### src/common/nvj_params.svh
// Constants of the nonvolatile job controller
`ifndef NVJ_PARAMS_SVH
`define NVJ_PARAMS_SVH
// ----------------------------------------
// Job codes and acknowledgements
// ----------------------------------------
`define NVJ_CODE_IDLE 8'h00
`define NVJ_CODE_BACKUP 8'h01
`define NVJ_CODE_RESTORE 8'h02
`define NVJ_CODE_DELETE 8'h03
`define NVJ_ACK_OK 8'hFF
`define NVJ_REJ_STATE 8'h11
`define NVJ_REJ_VALUE 8'h14
`define NVJ_REJ_PULSE 8'h6B
`define NVJ_REJ_BLOCKED 8'h84
`define NVJ_REJ_WRITE 8'hCC
// ----------------------------------------
// Execution error codes and parameter reset value
// ----------------------------------------
`define NVJ_ERR_DELETE 8'h0A
`define NVJ_ERR_BK_NOCARD 8'h0B
`define NVJ_ERR_BK_FULL 8'h0C
`define NVJ_ERR_BK_INCOMPL 8'h0D
`define NVJ_ERR_RS_NOCARD 8'h0E
`define NVJ_ERR_RS_CHKSUM 8'h0F
`define NVJ_ERR_RS_NONE 8'h10
`define NVJ_PARAM_RESET 8'h00
// ----------------------------------------
// Timing
// ----------------------------------------
`define NVJ_CLK_PERIOD_NS 10
`define NVJ_ACK_DELAY_NS 1000
`define NVJ_ACK_CYCLES \
  ((`NVJ_ACK_DELAY_NS + `NVJ_CLK_PERIOD_NS - 1) / `NVJ_CLK_PERIOD_NS)
`define NVJ_BOOT_CYCLES 3
`endif

### src/common/nvj_pkg.sv
// Types of the nonvolatile job controller
package nvj_pkg;
  typedef enum logic [2:0] {
    ST_BOOT, ST_IDLE, ST_ACK, ST_ISSUE, ST_WAIT
  } nvj_state_t;
  typedef enum logic [2:0] {
    JOB_NONE, JOB_BACKUP, JOB_RESTORE, JOB_DELETE, JOB_AUTO
  } nvj_job_t;
  typedef enum logic [2:0] {
    MC_NONE, MC_RENAME, MC_WRITE, MC_CHK_PRI, MC_CHK_FB, MC_CLEAR,
    MC_LOAD_PRI, MC_LOAD_FB
  } nvj_cmd_t;
  typedef struct packed {
    logic valid;
    logic from_cyclic_master;
    logic [7:0] value;
  } nvj_wr_req_t;
  typedef struct packed {
    logic done;
    logic ok;
    logic absent;
  } nvj_mem_rsp_t;
endpackage : nvj_pkg

### src/nvj_job_ctrl.sv
// Backup, restore and delete job control for the nonvolatile RAM
`timescale 1ns/100ps
`include "nvj_params.svh"
module nvj_job_ctrl (
  // Clock and reset
  input wire logic i_clk,
  input wire logic i_sys_rst,
  // Job parameter access
  input wire nvj_pkg::nvj_wr_req_t i_wr,
  output logic o_wr_ack,
  output logic [7:0] o_wr_code,
  output logic [7:0] o_nvram_job_parameter,
  output logic o_busy,
  // Protection and drive status
  input wire logic i_write_protect_enable,
  input wire logic i_param_change_blocked,
  input wire logic i_pulse_enable_any,
  input wire logic i_card_present,
  input wire logic i_card_full,
  input wire logic i_control_unit_replaced,
  // Memory engine
  output logic o_mem_req,
  output nvj_pkg::nvj_cmd_t o_mem_cmd,
  input wire nvj_pkg::nvj_mem_rsp_t i_mem_rsp,
  output logic o_warm_restart
);
  // ----------------------------------------
  // Pin synchronisers
  // ----------------------------------------
  logic [3:0] async_in;
  logic [3:0] sync_a;
  logic [3:0] sync_b;
  assign async_in = {i_control_unit_replaced, i_card_full,
                     i_card_present, i_pulse_enable_any};
  genvar g;
  generate
    for (g = 0; g < 4; g++)
    begin : g_sync
      always_ff @(posedge i_clk)
      begin
        if (i_sys_rst)
        begin
          sync_a[g] <= 1'b0;
          sync_b[g] <= 1'b0;
        end
        else
        begin
          sync_a[g] <= async_in[g];
          sync_b[g] <= sync_a[g];
        end
      end
    end
  endgenerate
  logic s_pulse;
  logic s_card;
  logic s_full;
  logic s_replaced;
  assign s_pulse = sync_b[0];
  assign s_card = sync_b[1];
  assign s_full = sync_b[2];
  assign s_replaced = sync_b[3];

  // ----------------------------------------
  // Write check
  // ----------------------------------------
  function automatic logic [7:0] f_check(input logic [7:0] value,
    input logic cyc, input logic wp, input logic busy,
    input logic blocked, input logic pulse);
    logic [7:0] code;
    code = `NVJ_ACK_OK;
    if (wp && !cyc)
      code = `NVJ_REJ_WRITE;
    else if (busy)
      code = `NVJ_REJ_STATE;
    else if (value > `NVJ_CODE_DELETE)
      code = `NVJ_REJ_VALUE;
    else if (blocked)
      code = `NVJ_REJ_BLOCKED;
    else if (pulse && (value == `NVJ_CODE_RESTORE ||
                       value == `NVJ_CODE_DELETE))
      code = `NVJ_REJ_PULSE;
    return code;
  endfunction : f_check

  function automatic nvj_pkg::nvj_cmd_t f_load(input logic fb);
    return fb ? nvj_pkg::MC_LOAD_FB : nvj_pkg::MC_LOAD_PRI;
  endfunction : f_load

  // ----------------------------------------
  // Job sequencer
  // ----------------------------------------
  nvj_pkg::nvj_state_t state, next_state;
  nvj_pkg::nvj_job_t job, next_job;
  nvj_pkg::nvj_cmd_t cmd, next_cmd;
  logic [7:0] cnt, next_cnt;
  logic [7:0] param, next_param;
  logic [7:0] wr_code, next_wr_code;
  logic wr_ack, next_wr_ack;
  logic mem_req, next_mem_req;
  logic restart, next_restart;
  logic src_fb, next_src_fb;
  logic pri_absent, next_pri_absent;
  logic [7:0] chk;

  always_comb
  begin
    next_state = state;
    next_job = job;
    next_cmd = cmd;
    next_cnt = cnt;
    next_param = param;
    next_wr_code = wr_code;
    next_wr_ack = 1'b0;
    next_mem_req = 1'b0;
    next_restart = 1'b0;
    next_src_fb = src_fb;
    next_pri_absent = pri_absent;
    chk = f_check(i_wr.value, i_wr.from_cyclic_master,
                  i_write_protect_enable, state != nvj_pkg::ST_IDLE,
                  i_param_change_blocked, s_pulse);
    if (i_wr.valid)
    begin
      next_wr_ack = 1'b1;
      next_wr_code = chk;
      if (chk == `NVJ_ACK_OK)
      begin
        next_param = i_wr.value;
        if (i_wr.value != `NVJ_CODE_IDLE)
        begin
          next_cnt = 8'h00;
          next_state = nvj_pkg::ST_ACK;
          next_job = nvj_pkg::nvj_job_t'(i_wr.value[2:0]);
        end
      end
    end
    case (state)
      nvj_pkg::ST_BOOT:
      begin
        next_cnt = cnt + 8'h01;
        if (cnt == 8'(`NVJ_BOOT_CYCLES - 1))
        begin
          next_cnt = 8'h00;
          next_state = nvj_pkg::ST_IDLE;
          if (s_replaced)
          begin
            next_job = nvj_pkg::JOB_AUTO;
            next_cmd = nvj_pkg::MC_CLEAR;
            next_state = nvj_pkg::ST_ISSUE;
          end
        end
      end
      nvj_pkg::ST_IDLE:
        next_cnt = 8'h00;
      nvj_pkg::ST_ACK:
      begin
        next_cnt = cnt + 8'h01;
        if (cnt == 8'(`NVJ_ACK_CYCLES - 1))
        begin
          next_param = `NVJ_ACK_OK;
          next_state = nvj_pkg::ST_ISSUE;
          case (job)
            nvj_pkg::JOB_BACKUP:
            begin
              next_cmd = nvj_pkg::MC_RENAME;
              if (!s_card)
                next_param = `NVJ_ERR_BK_NOCARD;
              else if (s_full)
                next_param = `NVJ_ERR_BK_FULL;
            end
            nvj_pkg::JOB_RESTORE:
            begin
              next_cmd = nvj_pkg::MC_CHK_PRI;
              if (!s_card)
                next_param = `NVJ_ERR_RS_NOCARD;
            end
            default:
            begin
              next_restart = 1'b1;
              next_cmd = nvj_pkg::MC_CLEAR;
            end
          endcase
          if (job != nvj_pkg::JOB_DELETE && (!s_card ||
              (job == nvj_pkg::JOB_BACKUP && s_full)))
          begin
            next_state = nvj_pkg::ST_IDLE;
            next_job = nvj_pkg::JOB_NONE;
          end
        end
      end
      nvj_pkg::ST_ISSUE:
      begin
        next_mem_req = 1'b1;
        next_state = nvj_pkg::ST_WAIT;
      end
      nvj_pkg::ST_WAIT:
      begin
        if (i_mem_rsp.done)
        begin
          next_state = nvj_pkg::ST_IDLE;
          case (cmd)
            nvj_pkg::MC_RENAME:
            begin
              next_cmd = nvj_pkg::MC_WRITE;
              next_state = nvj_pkg::ST_ISSUE;
            end
            nvj_pkg::MC_WRITE:
              next_param = i_mem_rsp.ok ? `NVJ_PARAM_RESET
                                        : `NVJ_ERR_BK_INCOMPL;
            nvj_pkg::MC_CHK_PRI, nvj_pkg::MC_CHK_FB:
            begin
              next_state = nvj_pkg::ST_ISSUE;
              if (i_mem_rsp.ok)
              begin
                next_src_fb = cmd == nvj_pkg::MC_CHK_FB;
                if (job == nvj_pkg::JOB_AUTO)
                  next_cmd = f_load(cmd == nvj_pkg::MC_CHK_FB);
                else
                begin
                  next_restart = 1'b1;
                  next_cmd = nvj_pkg::MC_CLEAR;
                end
              end
              else if (cmd == nvj_pkg::MC_CHK_PRI)
              begin
                next_pri_absent = i_mem_rsp.absent;
                next_cmd = nvj_pkg::MC_CHK_FB;
              end
              else
              begin
                next_state = nvj_pkg::ST_IDLE;
                if (job != nvj_pkg::JOB_AUTO)
                  next_param = (pri_absent && i_mem_rsp.absent)
                    ? `NVJ_ERR_RS_NONE : `NVJ_ERR_RS_CHKSUM;
              end
            end
            nvj_pkg::MC_CLEAR:
            begin
              if (job == nvj_pkg::JOB_DELETE)
                next_param = i_mem_rsp.ok ? `NVJ_PARAM_RESET
                                          : `NVJ_ERR_DELETE;
              else
              begin
                next_state = nvj_pkg::ST_ISSUE;
                next_cmd = (job == nvj_pkg::JOB_AUTO)
                  ? nvj_pkg::MC_CHK_PRI : f_load(src_fb);
              end
            end
            default:
              if (job == nvj_pkg::JOB_RESTORE)
                next_param = i_mem_rsp.ok ? `NVJ_PARAM_RESET
                                          : `NVJ_ERR_RS_CHKSUM;
          endcase
          if (next_state == nvj_pkg::ST_IDLE)
            next_job = nvj_pkg::JOB_NONE;
        end
      end
      default:
        next_state = nvj_pkg::ST_IDLE;
    endcase
  end

  always_ff @(posedge i_clk)
  begin
    if (i_sys_rst)
    begin
      state <= nvj_pkg::ST_BOOT;
      job <= nvj_pkg::JOB_NONE;
      cmd <= nvj_pkg::MC_NONE;
      cnt <= 8'h00;
      param <= `NVJ_PARAM_RESET;
      wr_code <= 8'h00;
      wr_ack <= 1'b0;
      mem_req <= 1'b0;
      restart <= 1'b0;
      src_fb <= 1'b0;
      pri_absent <= 1'b0;
    end
    else
    begin
      state <= next_state;
      job <= next_job;
      cmd <= next_cmd;
      cnt <= next_cnt;
      param <= next_param;
      wr_code <= next_wr_code;
      wr_ack <= next_wr_ack;
      mem_req <= next_mem_req;
      restart <= next_restart;
      src_fb <= next_src_fb;
      pri_absent <= next_pri_absent;
    end
  end

  logic busy_q;
  always_ff @(posedge i_clk)
  begin
    if (i_sys_rst)
      busy_q <= 1'b1;
    else
      busy_q <= next_state != nvj_pkg::ST_IDLE;
  end

  assign o_nvram_job_parameter = param;
  assign o_wr_ack = wr_ack;
  assign o_wr_code = wr_code;
  assign o_mem_req = mem_req;
  assign o_mem_cmd = cmd;
  assign o_warm_restart = restart;
  assign o_busy = busy_q;

  // ----------------------------------------
  // Assertions
  // ----------------------------------------
  localparam int ACK_DLY = `NVJ_ACK_CYCLES + 1;

  logic wr_open;
  assign wr_open = i_wr.valid && state == nvj_pkg::ST_IDLE &&
    !(i_write_protect_enable && !i_wr.from_cyclic_master) &&
    !i_param_change_blocked;
endmodule : nvj_job_ctrl

### config.mk
export PLATFORM = sky130hd
export DESIGN_NAME = nvj_job_ctrl
export DESIGN_NICKNAME = d
export VERILOG_FILES = /design/src/common/nvj_pkg.sv /design/src/nvj_job_ctrl.sv
export VERILOG_INCLUDE_DIRS = /design/src /design/src/common
export SDC_FILE = /design/constraint.sdc
export NUM_CORES = 1
export LEC_CHECK = 0
export BUFFER_PORTS_ARGS = -buffer_cell sky130_fd_sc_hd__buf_2
export CAP_MARGIN = 40
export CORE_AREA = 2 2 79 81
export DETAILED_ROUTE_END_ITERATION = 6
export DIE_AREA = 0 0 81 83
export GPL_ROUTABILITY_DRIVEN = 0
export PLACE_DENSITY = 0.72
export SETUP_SLACK_MARGIN = 0.15
export SYNTH_ARGS = -nofsm -noshare
export SYNTH_HDL_FRONTEND = slang
export SYNTH_SLANG_ARGS = --single-unit
### constraint.sdc
create_clock -name i_clk -period 3.4 [get_ports i_clk]
set_input_delay 0.85 -clock i_clk [delete_from_list [all_inputs] [get_ports i_clk]]
set_output_delay 0.85 -clock i_clk [all_outputs]
set_load 0.03 [all_outputs]
# Yosys cells after proc, flatten, opt, wreduce, memory -nomap -nowiden
# Index checks and enable logic that the tools add are counted.
[totals] regBits=47 latchBits=0 mem_bits_rw=0 mem_bits_ro=0 n_memories=0
[classes] addsub=1 n_mul=0 div=0 magnitude_cmp=1 eq_ne=30 shift=0 muxes=77 n_bitwise=1 reduce_logical=21
[op_table] op="two-way mux 8 bit" count=21
[op_table] op="two-way mux 3 bit" count=25
[op_table] op="one-hot mux 8 bit (2 select lines)" count=2
[op_table] op="one-hot mux 8 bit (4 select lines)" count=1
[op_table] op="one-hot mux 3 bit (3 select lines)" count=3
[op_table] op="== test 8 x 2 -> 1 bit (second input constant)" count=3
[op_table] op="one-hot mux 8 bit (3 select lines)" count=1
[op_table] op="== test 3 x 2 -> 1 bit (second input constant)" count=6
[op_table] op="one-hot mux 3 bit (5 select lines)" count=1
[op_table] op="== test 3 x 1 -> 1 bit (second input constant)" count=4
[op_table] op="== test 3 bit (second input constant)" count=4
[op_table] op="two-way mux 2 bit" count=6
[op_table] op="two-way mux 4 bit" count=3
[op_table] op="nonzero test 4 bit" count=3
[op_table] op="two-way mux 1 bit" count=10
[op_table] op="adder 8 x 1 -> 8 bit (second input constant)" count=1
[op_table] op="== test 8 x 7 -> 1 bit (second input constant)" count=1
[op_table] op="== test 8 bit (second input constant)" count=1
[op_table] op="> comparator 8 x 2 -> 1 bit (second input constant)" count=1
[op_table] op="!= test 2 bit (second input constant)" count=4
[op_table] op="AND reduction 8 bit" count=1
[op_table] op="nonzero test 8 bit" count=1
[op_table] op="!= test 3 x 1 -> 1 bit (second input constant)" count=2
[op_table] op="!= test 3 bit (second input constant)" count=2
[op_table] op="17 further kinds" count=24

# Longest topological paths before layout
[logic_depth] word_depth=17 mapped_depth=9 depth_no_buf=8

# Worst setup path after synthesis
# Ideal clock, no wire load.
[synth_timing] kind="in2reg" startpoint="in i_wr[7] in the netlist's numbering" endpoint="reg param[1], in the netlist o_nvram_job_parameter[1]" arrival_time_ns=2.729 t_required_ns=3.269 setup_slack_ns=0.540 path_stages=8 path_buffers=2 path_cell_list="or4_1 or4_4 buf_6 or2_1 buf_6 mux2_4 o311ai_2 a21oi_2"
[synth_via] elab_chain_len=17
[synth_rtl] item="start: declaration" line_no="nvj_job_ctrl.sv:9" rtl="input wire nvj_pkg::nvj_wr_req_t i_wr,"
[synth_rtl] item="== test 8 x 2 -> 1 bit (no source line)"
[synth_rtl] item="logical OR 1 bit (no source line)"
[synth_rtl] item="logical AND 1 bit" line_no="nvj_job_ctrl.sv:79" rtl="else if (pulse && (value == `NVJ_CODE_RESTORE ||"
[synth_rtl] item="two-way mux 8 bit" line_no="nvj_job_ctrl.sv:79"
[synth_rtl] item="two-way mux 8 bit" line_no="nvj_job_ctrl.sv:77" rtl="else if (blocked)"
[synth_rtl] item="two-way mux 8 bit (*)" line_no="nvj_job_ctrl.sv:75" rtl="else if (value > `NVJ_CODE_DELETE)"
[synth_rtl] item="two-way mux 8 bit (*)" line_no="nvj_job_ctrl.sv:73" rtl="else if (busy)"
[synth_rtl] item="two-way mux 8 bit (*)" line_no="nvj_job_ctrl.sv:71" rtl="if (wp && !cyc)"
[synth_rtl] item="== test 8 bit (no source line) (*)"
[synth_rtl] item="two-way mux 8 bit (*)" line_no="nvj_job_ctrl.sv:125" rtl="if (chk == `NVJ_ACK_OK)"
[synth_rtl] item="two-way mux 8 bit (*)" line_no="nvj_job_ctrl.sv:121" rtl="if (i_wr.valid)"
[synth_rtl] item="two-way mux 8 bit" line_no="nvj_job_ctrl.sv:231" rtl="if (job != nvj_pkg::JOB_AUTO)"
[synth_rtl] item="two-way mux 8 bit" line_no="nvj_job_ctrl.sv:223" rtl="else if (cmd == nvj_pkg::MC_CHK_PRI)"
[synth_rtl] item="two-way mux 8 bit" line_no="nvj_job_ctrl.sv:212" rtl="if (i_mem_rsp.ok)"
[synth_rtl] item="one-hot mux 8 bit (4 select lines)" line_no="nvj_job_ctrl.sv:200" rtl="case (cmd)"
[synth_rtl] item="two-way mux 8 bit" line_no="nvj_job_ctrl.sv:197" rtl="if (i_mem_rsp.done)"
[synth_rtl] item="one-hot mux 8 bit (2 select lines) (*)" line_no="nvj_job_ctrl.sv:136" rtl="case (state)"
[synth_rtl] item="end signal: assignment" line_no="nvj_job_ctrl.sv:270" rtl="param <= `NVJ_PARAM_RESET;"
[synth_rtl] item="end signal: assignment" line_no="nvj_job_ctrl.sv:284" rtl="param <= next_param;"
[synth_rtl] item="end: declaration" line_no="nvj_job_ctrl.sv:96" rtl="logic [7:0] param, next_param;"
# Mark *: on every way between the ends. The rest lies on a longest branch, timed or not.
# A chain may end at the register's enable or synchronous reset.

# Final worst setup path
# Same ends and word-level chain as after synthesis.

==> flow_summary.toml <==
[power]
pwr-share-seq = 0.478
pwr-share-comb = 0.196
fin_total_pwr_w = 0.00129
power.internal_w = 0.000889
power.density_nw_per_um2 = 463
p_clk_frac = 0.326
power_leakage_nw = 1.06
switchingPower_w = 0.000403
swShare = 0.312
peakVddDrop_uv = 436

[global_routing]
antenna_found_initial = 0
grt_first_pass_wirelength_um = 9560
grt_max_degree = 26
grt_pass1_vias = 2069
grt_usage = 0.176
grt.overflow.total = 0

[critical_path]
criticalPathCategory = "input pin to register"
reg2reg_to = "o_nvram_job_parameter[1]$_SDFF_PP0_"
crit_slowest_cell = "or4_1"
reg2reg_slack_ns = 0.80
critPathRequiredTime_ns = 3.59
timing.critical_path.buf_inv = 1
setup.worst_path.end = "o_nvram_job_parameter[1]$_SDFF_PP0_"
cp-start-kind = "input pin"
r2r_cells = 6
crit_path_cell_trace = "buf_2 > or4_1 > or4_4 > or2_1 > mux2_4 > o311ai_2 > a21oi_2"
cpPeakStageDelay_ns = 0.53
critical-path-top-delay-family = "simple AND/OR/NAND/NOR gates"
critPathMaxFanout = 9
cp-startpoint = "i_wr[7]"
r2r-start = "state[0]$_SDFF_PP0_"
cp.depth = 7
end_kind = "register"
arrival_ns = 2.82

[die]
initial_core_util = 0.423
pin_count = 44
core_um2 = 5820
rows = 28
die_area_um2 = 6720
die_w_um = 81
die_h_um = 83

[timing]
hold_viol_final = 0
min_period_ns = 2.62
tightest_slew_ns = 0.735
setup_viol = 0
fin_skew_ns = 0.00965
setup_tns_ns = 0
fin_crit_sh = 0.771
slew-limit-headroom = 0.509
whs_ns = 0.440
final_max_slew_viol_count = 0
max_freq_ghz = 0.381
rsz0062_at_grt = "no"

[min_path]
hp-class = "register to register"

[clock_network]
clk_latency_ns = 0.30
clock_sinks = 45
hold_buffers = 0
cts_resized = 0
cts_buffers = 5
clock_path_buffers = 2
cts_root_buf = "clkbuf_8"
htree_levels = 2
cts_tree = "done"
path_clk_slew_ns = 0.09
post-cts-setup-buffers = 0

[synth]
yosysWarnings = 0
postSynthCellCount = 312
synth_flop_cell = "dfxtp_1"
yosysSeqAreaShare = 0.367
async_reset_ff_frac = 0
synth.distinct_cells = 55
syn_nets = 335
synth.avg_cell_area_um2 = 7.88
synth_area_um2 = 2460
synth-edff-count = 0
ys_ff_latch = 45

[layout]
area_growth_pct = 13.4
drive_gt1_frac = 0.178
final_net_count = 365
num_antenna_cells = 0
stdcell_count = 418

[detailed_routing]
drt_iter0_drc = 219
vias_per_cell = 5.51
wirelength_um = 5660
num_vias = 2305
wl_per_cell_um = 13.5
dr.pass1.iters = 4
ant_nets = 0
drc = 0

[run_status]
outcome = "completed"

[flow_run]
cap_violations = 0

[placement]
io_buffers = 43
hpwl_um = 4310
dp.cells = 410
## sequential cells by signal, summed over array words and instances, names as in the netlist
name,cells
o_busy,1
cnt,8
sync_a,4
s_replaced,1
job,3
o_warm_restart,1
s_pulse,1
o_mem_cmd,3
s_full,1
state,3
o_wr_ack,1
o_mem_req,1
src_fb,1
s_card,1
o_wr_code,6
o_nvram_job_parameter,8
pri_absent,1
## layer usage
metal / up-vias / part of all wire / GRT usage
met2: 52 / 0.46 / 0.274
met3: 10 / 0.046 / 0.0380
li1: 1185 / - / -
met1: 1058 / 0.48 / 0.241
met4: 0 / 0.014 / 0.0524
met5: - / 0 / 0
## Yosys cell counts (all sizes together), types with 4 or more instances
cell	count	area, um2
or2	4	25.0
nand2	27	101
o22ai	4	25.0
nand3b	4	30.0
a31oi	6	37.5
xor2	5	43.8
nor2	46	173
o21ai	15	75.1
clkbuf	16	60.1
nand4	4	25.0
dfxtp	45	901
nor3b	4	35.0
nor3	8	40.0
nand3	5	25.0
nand2b	10	62.6
a311oi	4	35.0
inv	5	18.8
a211o	4	35.0
a21oi	24	124
nor2b	14	87.6
a211oi	6	45.0
buf	5	45.0
## per-stage QoR
| step | instance area, um2 | setup slack, ns | util |
|---|---|---|---|
| 2_1_floorplan | 2460 | 0.540 | - |
| 3_3_place_gp | 2670 | 0.472 | 0.459 |
| 3_5_place_dp | 2670 | 0.446 | 0.459 |
| 4_1_cts | 2790 | 0.768 | 0.479 |
| 5_1_grt | 2790 | 0.675 | 0.479 |
| 6_report | 2790 | 0.777 | 0.479 |
## cell families (layout without fill, tap and decap cells)
group / after synthesis / after routing / synth area share
simple gates: 141 / 141 / 0.291
compound gates: 86 / 86 / 0.235
flops: 45 / 45 / 0.367
buf+inv: 26 / 57 / 0.0504
xor+xnor: 8 / 8 / 0.0285
mux: 4 / 4 / 0.0183
fa+ha+maj: 2 / 2 / 0.0102
## power groups by stage
| stage | sequential (W) | combinational (W) | clock, W |
|---|---|---|---|
| floorplan | 0.000627 | 0.000194 | 0 |
| global placement | 0.000627 | 0.000250 | 0 |
| detailed placement | 0.000629 | 0.000253 | 0 |
| CTS | 0.000617 | 0.000255 | 0.000429 |
| global route | 0.000627 | 0.000288 | 0.000452 |
| finish | 0.000617 | 0.000254 | 0.000421 |
## how the worst min path moves through the flow
stage | from | to | slack (ns) | cells past startpoint
after CTS | sync_a[3]$_SDFF_PP0_ | s_replaced$_SDFF_PP0_ | 0.44 | 1
after global placement | sync_a[3]$_SDFF_PP0_ | s_replaced$_SDFF_PP0_ | 0.42 | 1
after detailed placement | sync_a[3]$_SDFF_PP0_ | s_replaced$_SDFF_PP0_ | 0.42 | 1
final | sync_a[3]$_SDFF_PP0_ | s_replaced$_SDFF_PP0_ | 0.44 | 1
after floorplan | sync_a[1]$_SDFF_PP0_ | s_card$_SDFF_PP0_ | 0.41 | 1
after global routing | sync_a[3]$_SDFF_PP0_ | s_replaced$_SDFF_PP0_ | 0.46 | 1
## area by class of cell
class,count,area (um2)
Clock inverter,3,50.0
Timing Repair Buffer,44,223
Clock buffer,5,68.8
Fill cell,605,3030
Sequential cell,45,901
Tap cell,75,93.8
Multi-Input combinational cell,241,1430
Inverter,5,18.8
## layout by cell type, fill, tap and decap left out, drive strengths merged, types with 3 or more instances in the layout
cell and n:
nand4 4, clkbuf 5, nand3b 4, buf 44
nor3b 4, or4 3, a31oi 6, a21oi 24
o31ai 3, dfxtp 45, nand3 5, nor2b 14
a211o 4, nor2 46, and2 3, a211oi 6
nor3 8, inv 6, o311ai 3, a311oi 4
o22ai 4, or2 4, nand2b 10, xnor2 3
a21o 3, nand2 27, o21ai 15, xor2 5
a22oi 3, mux2i 3
(Power assumes the default switching activity.)
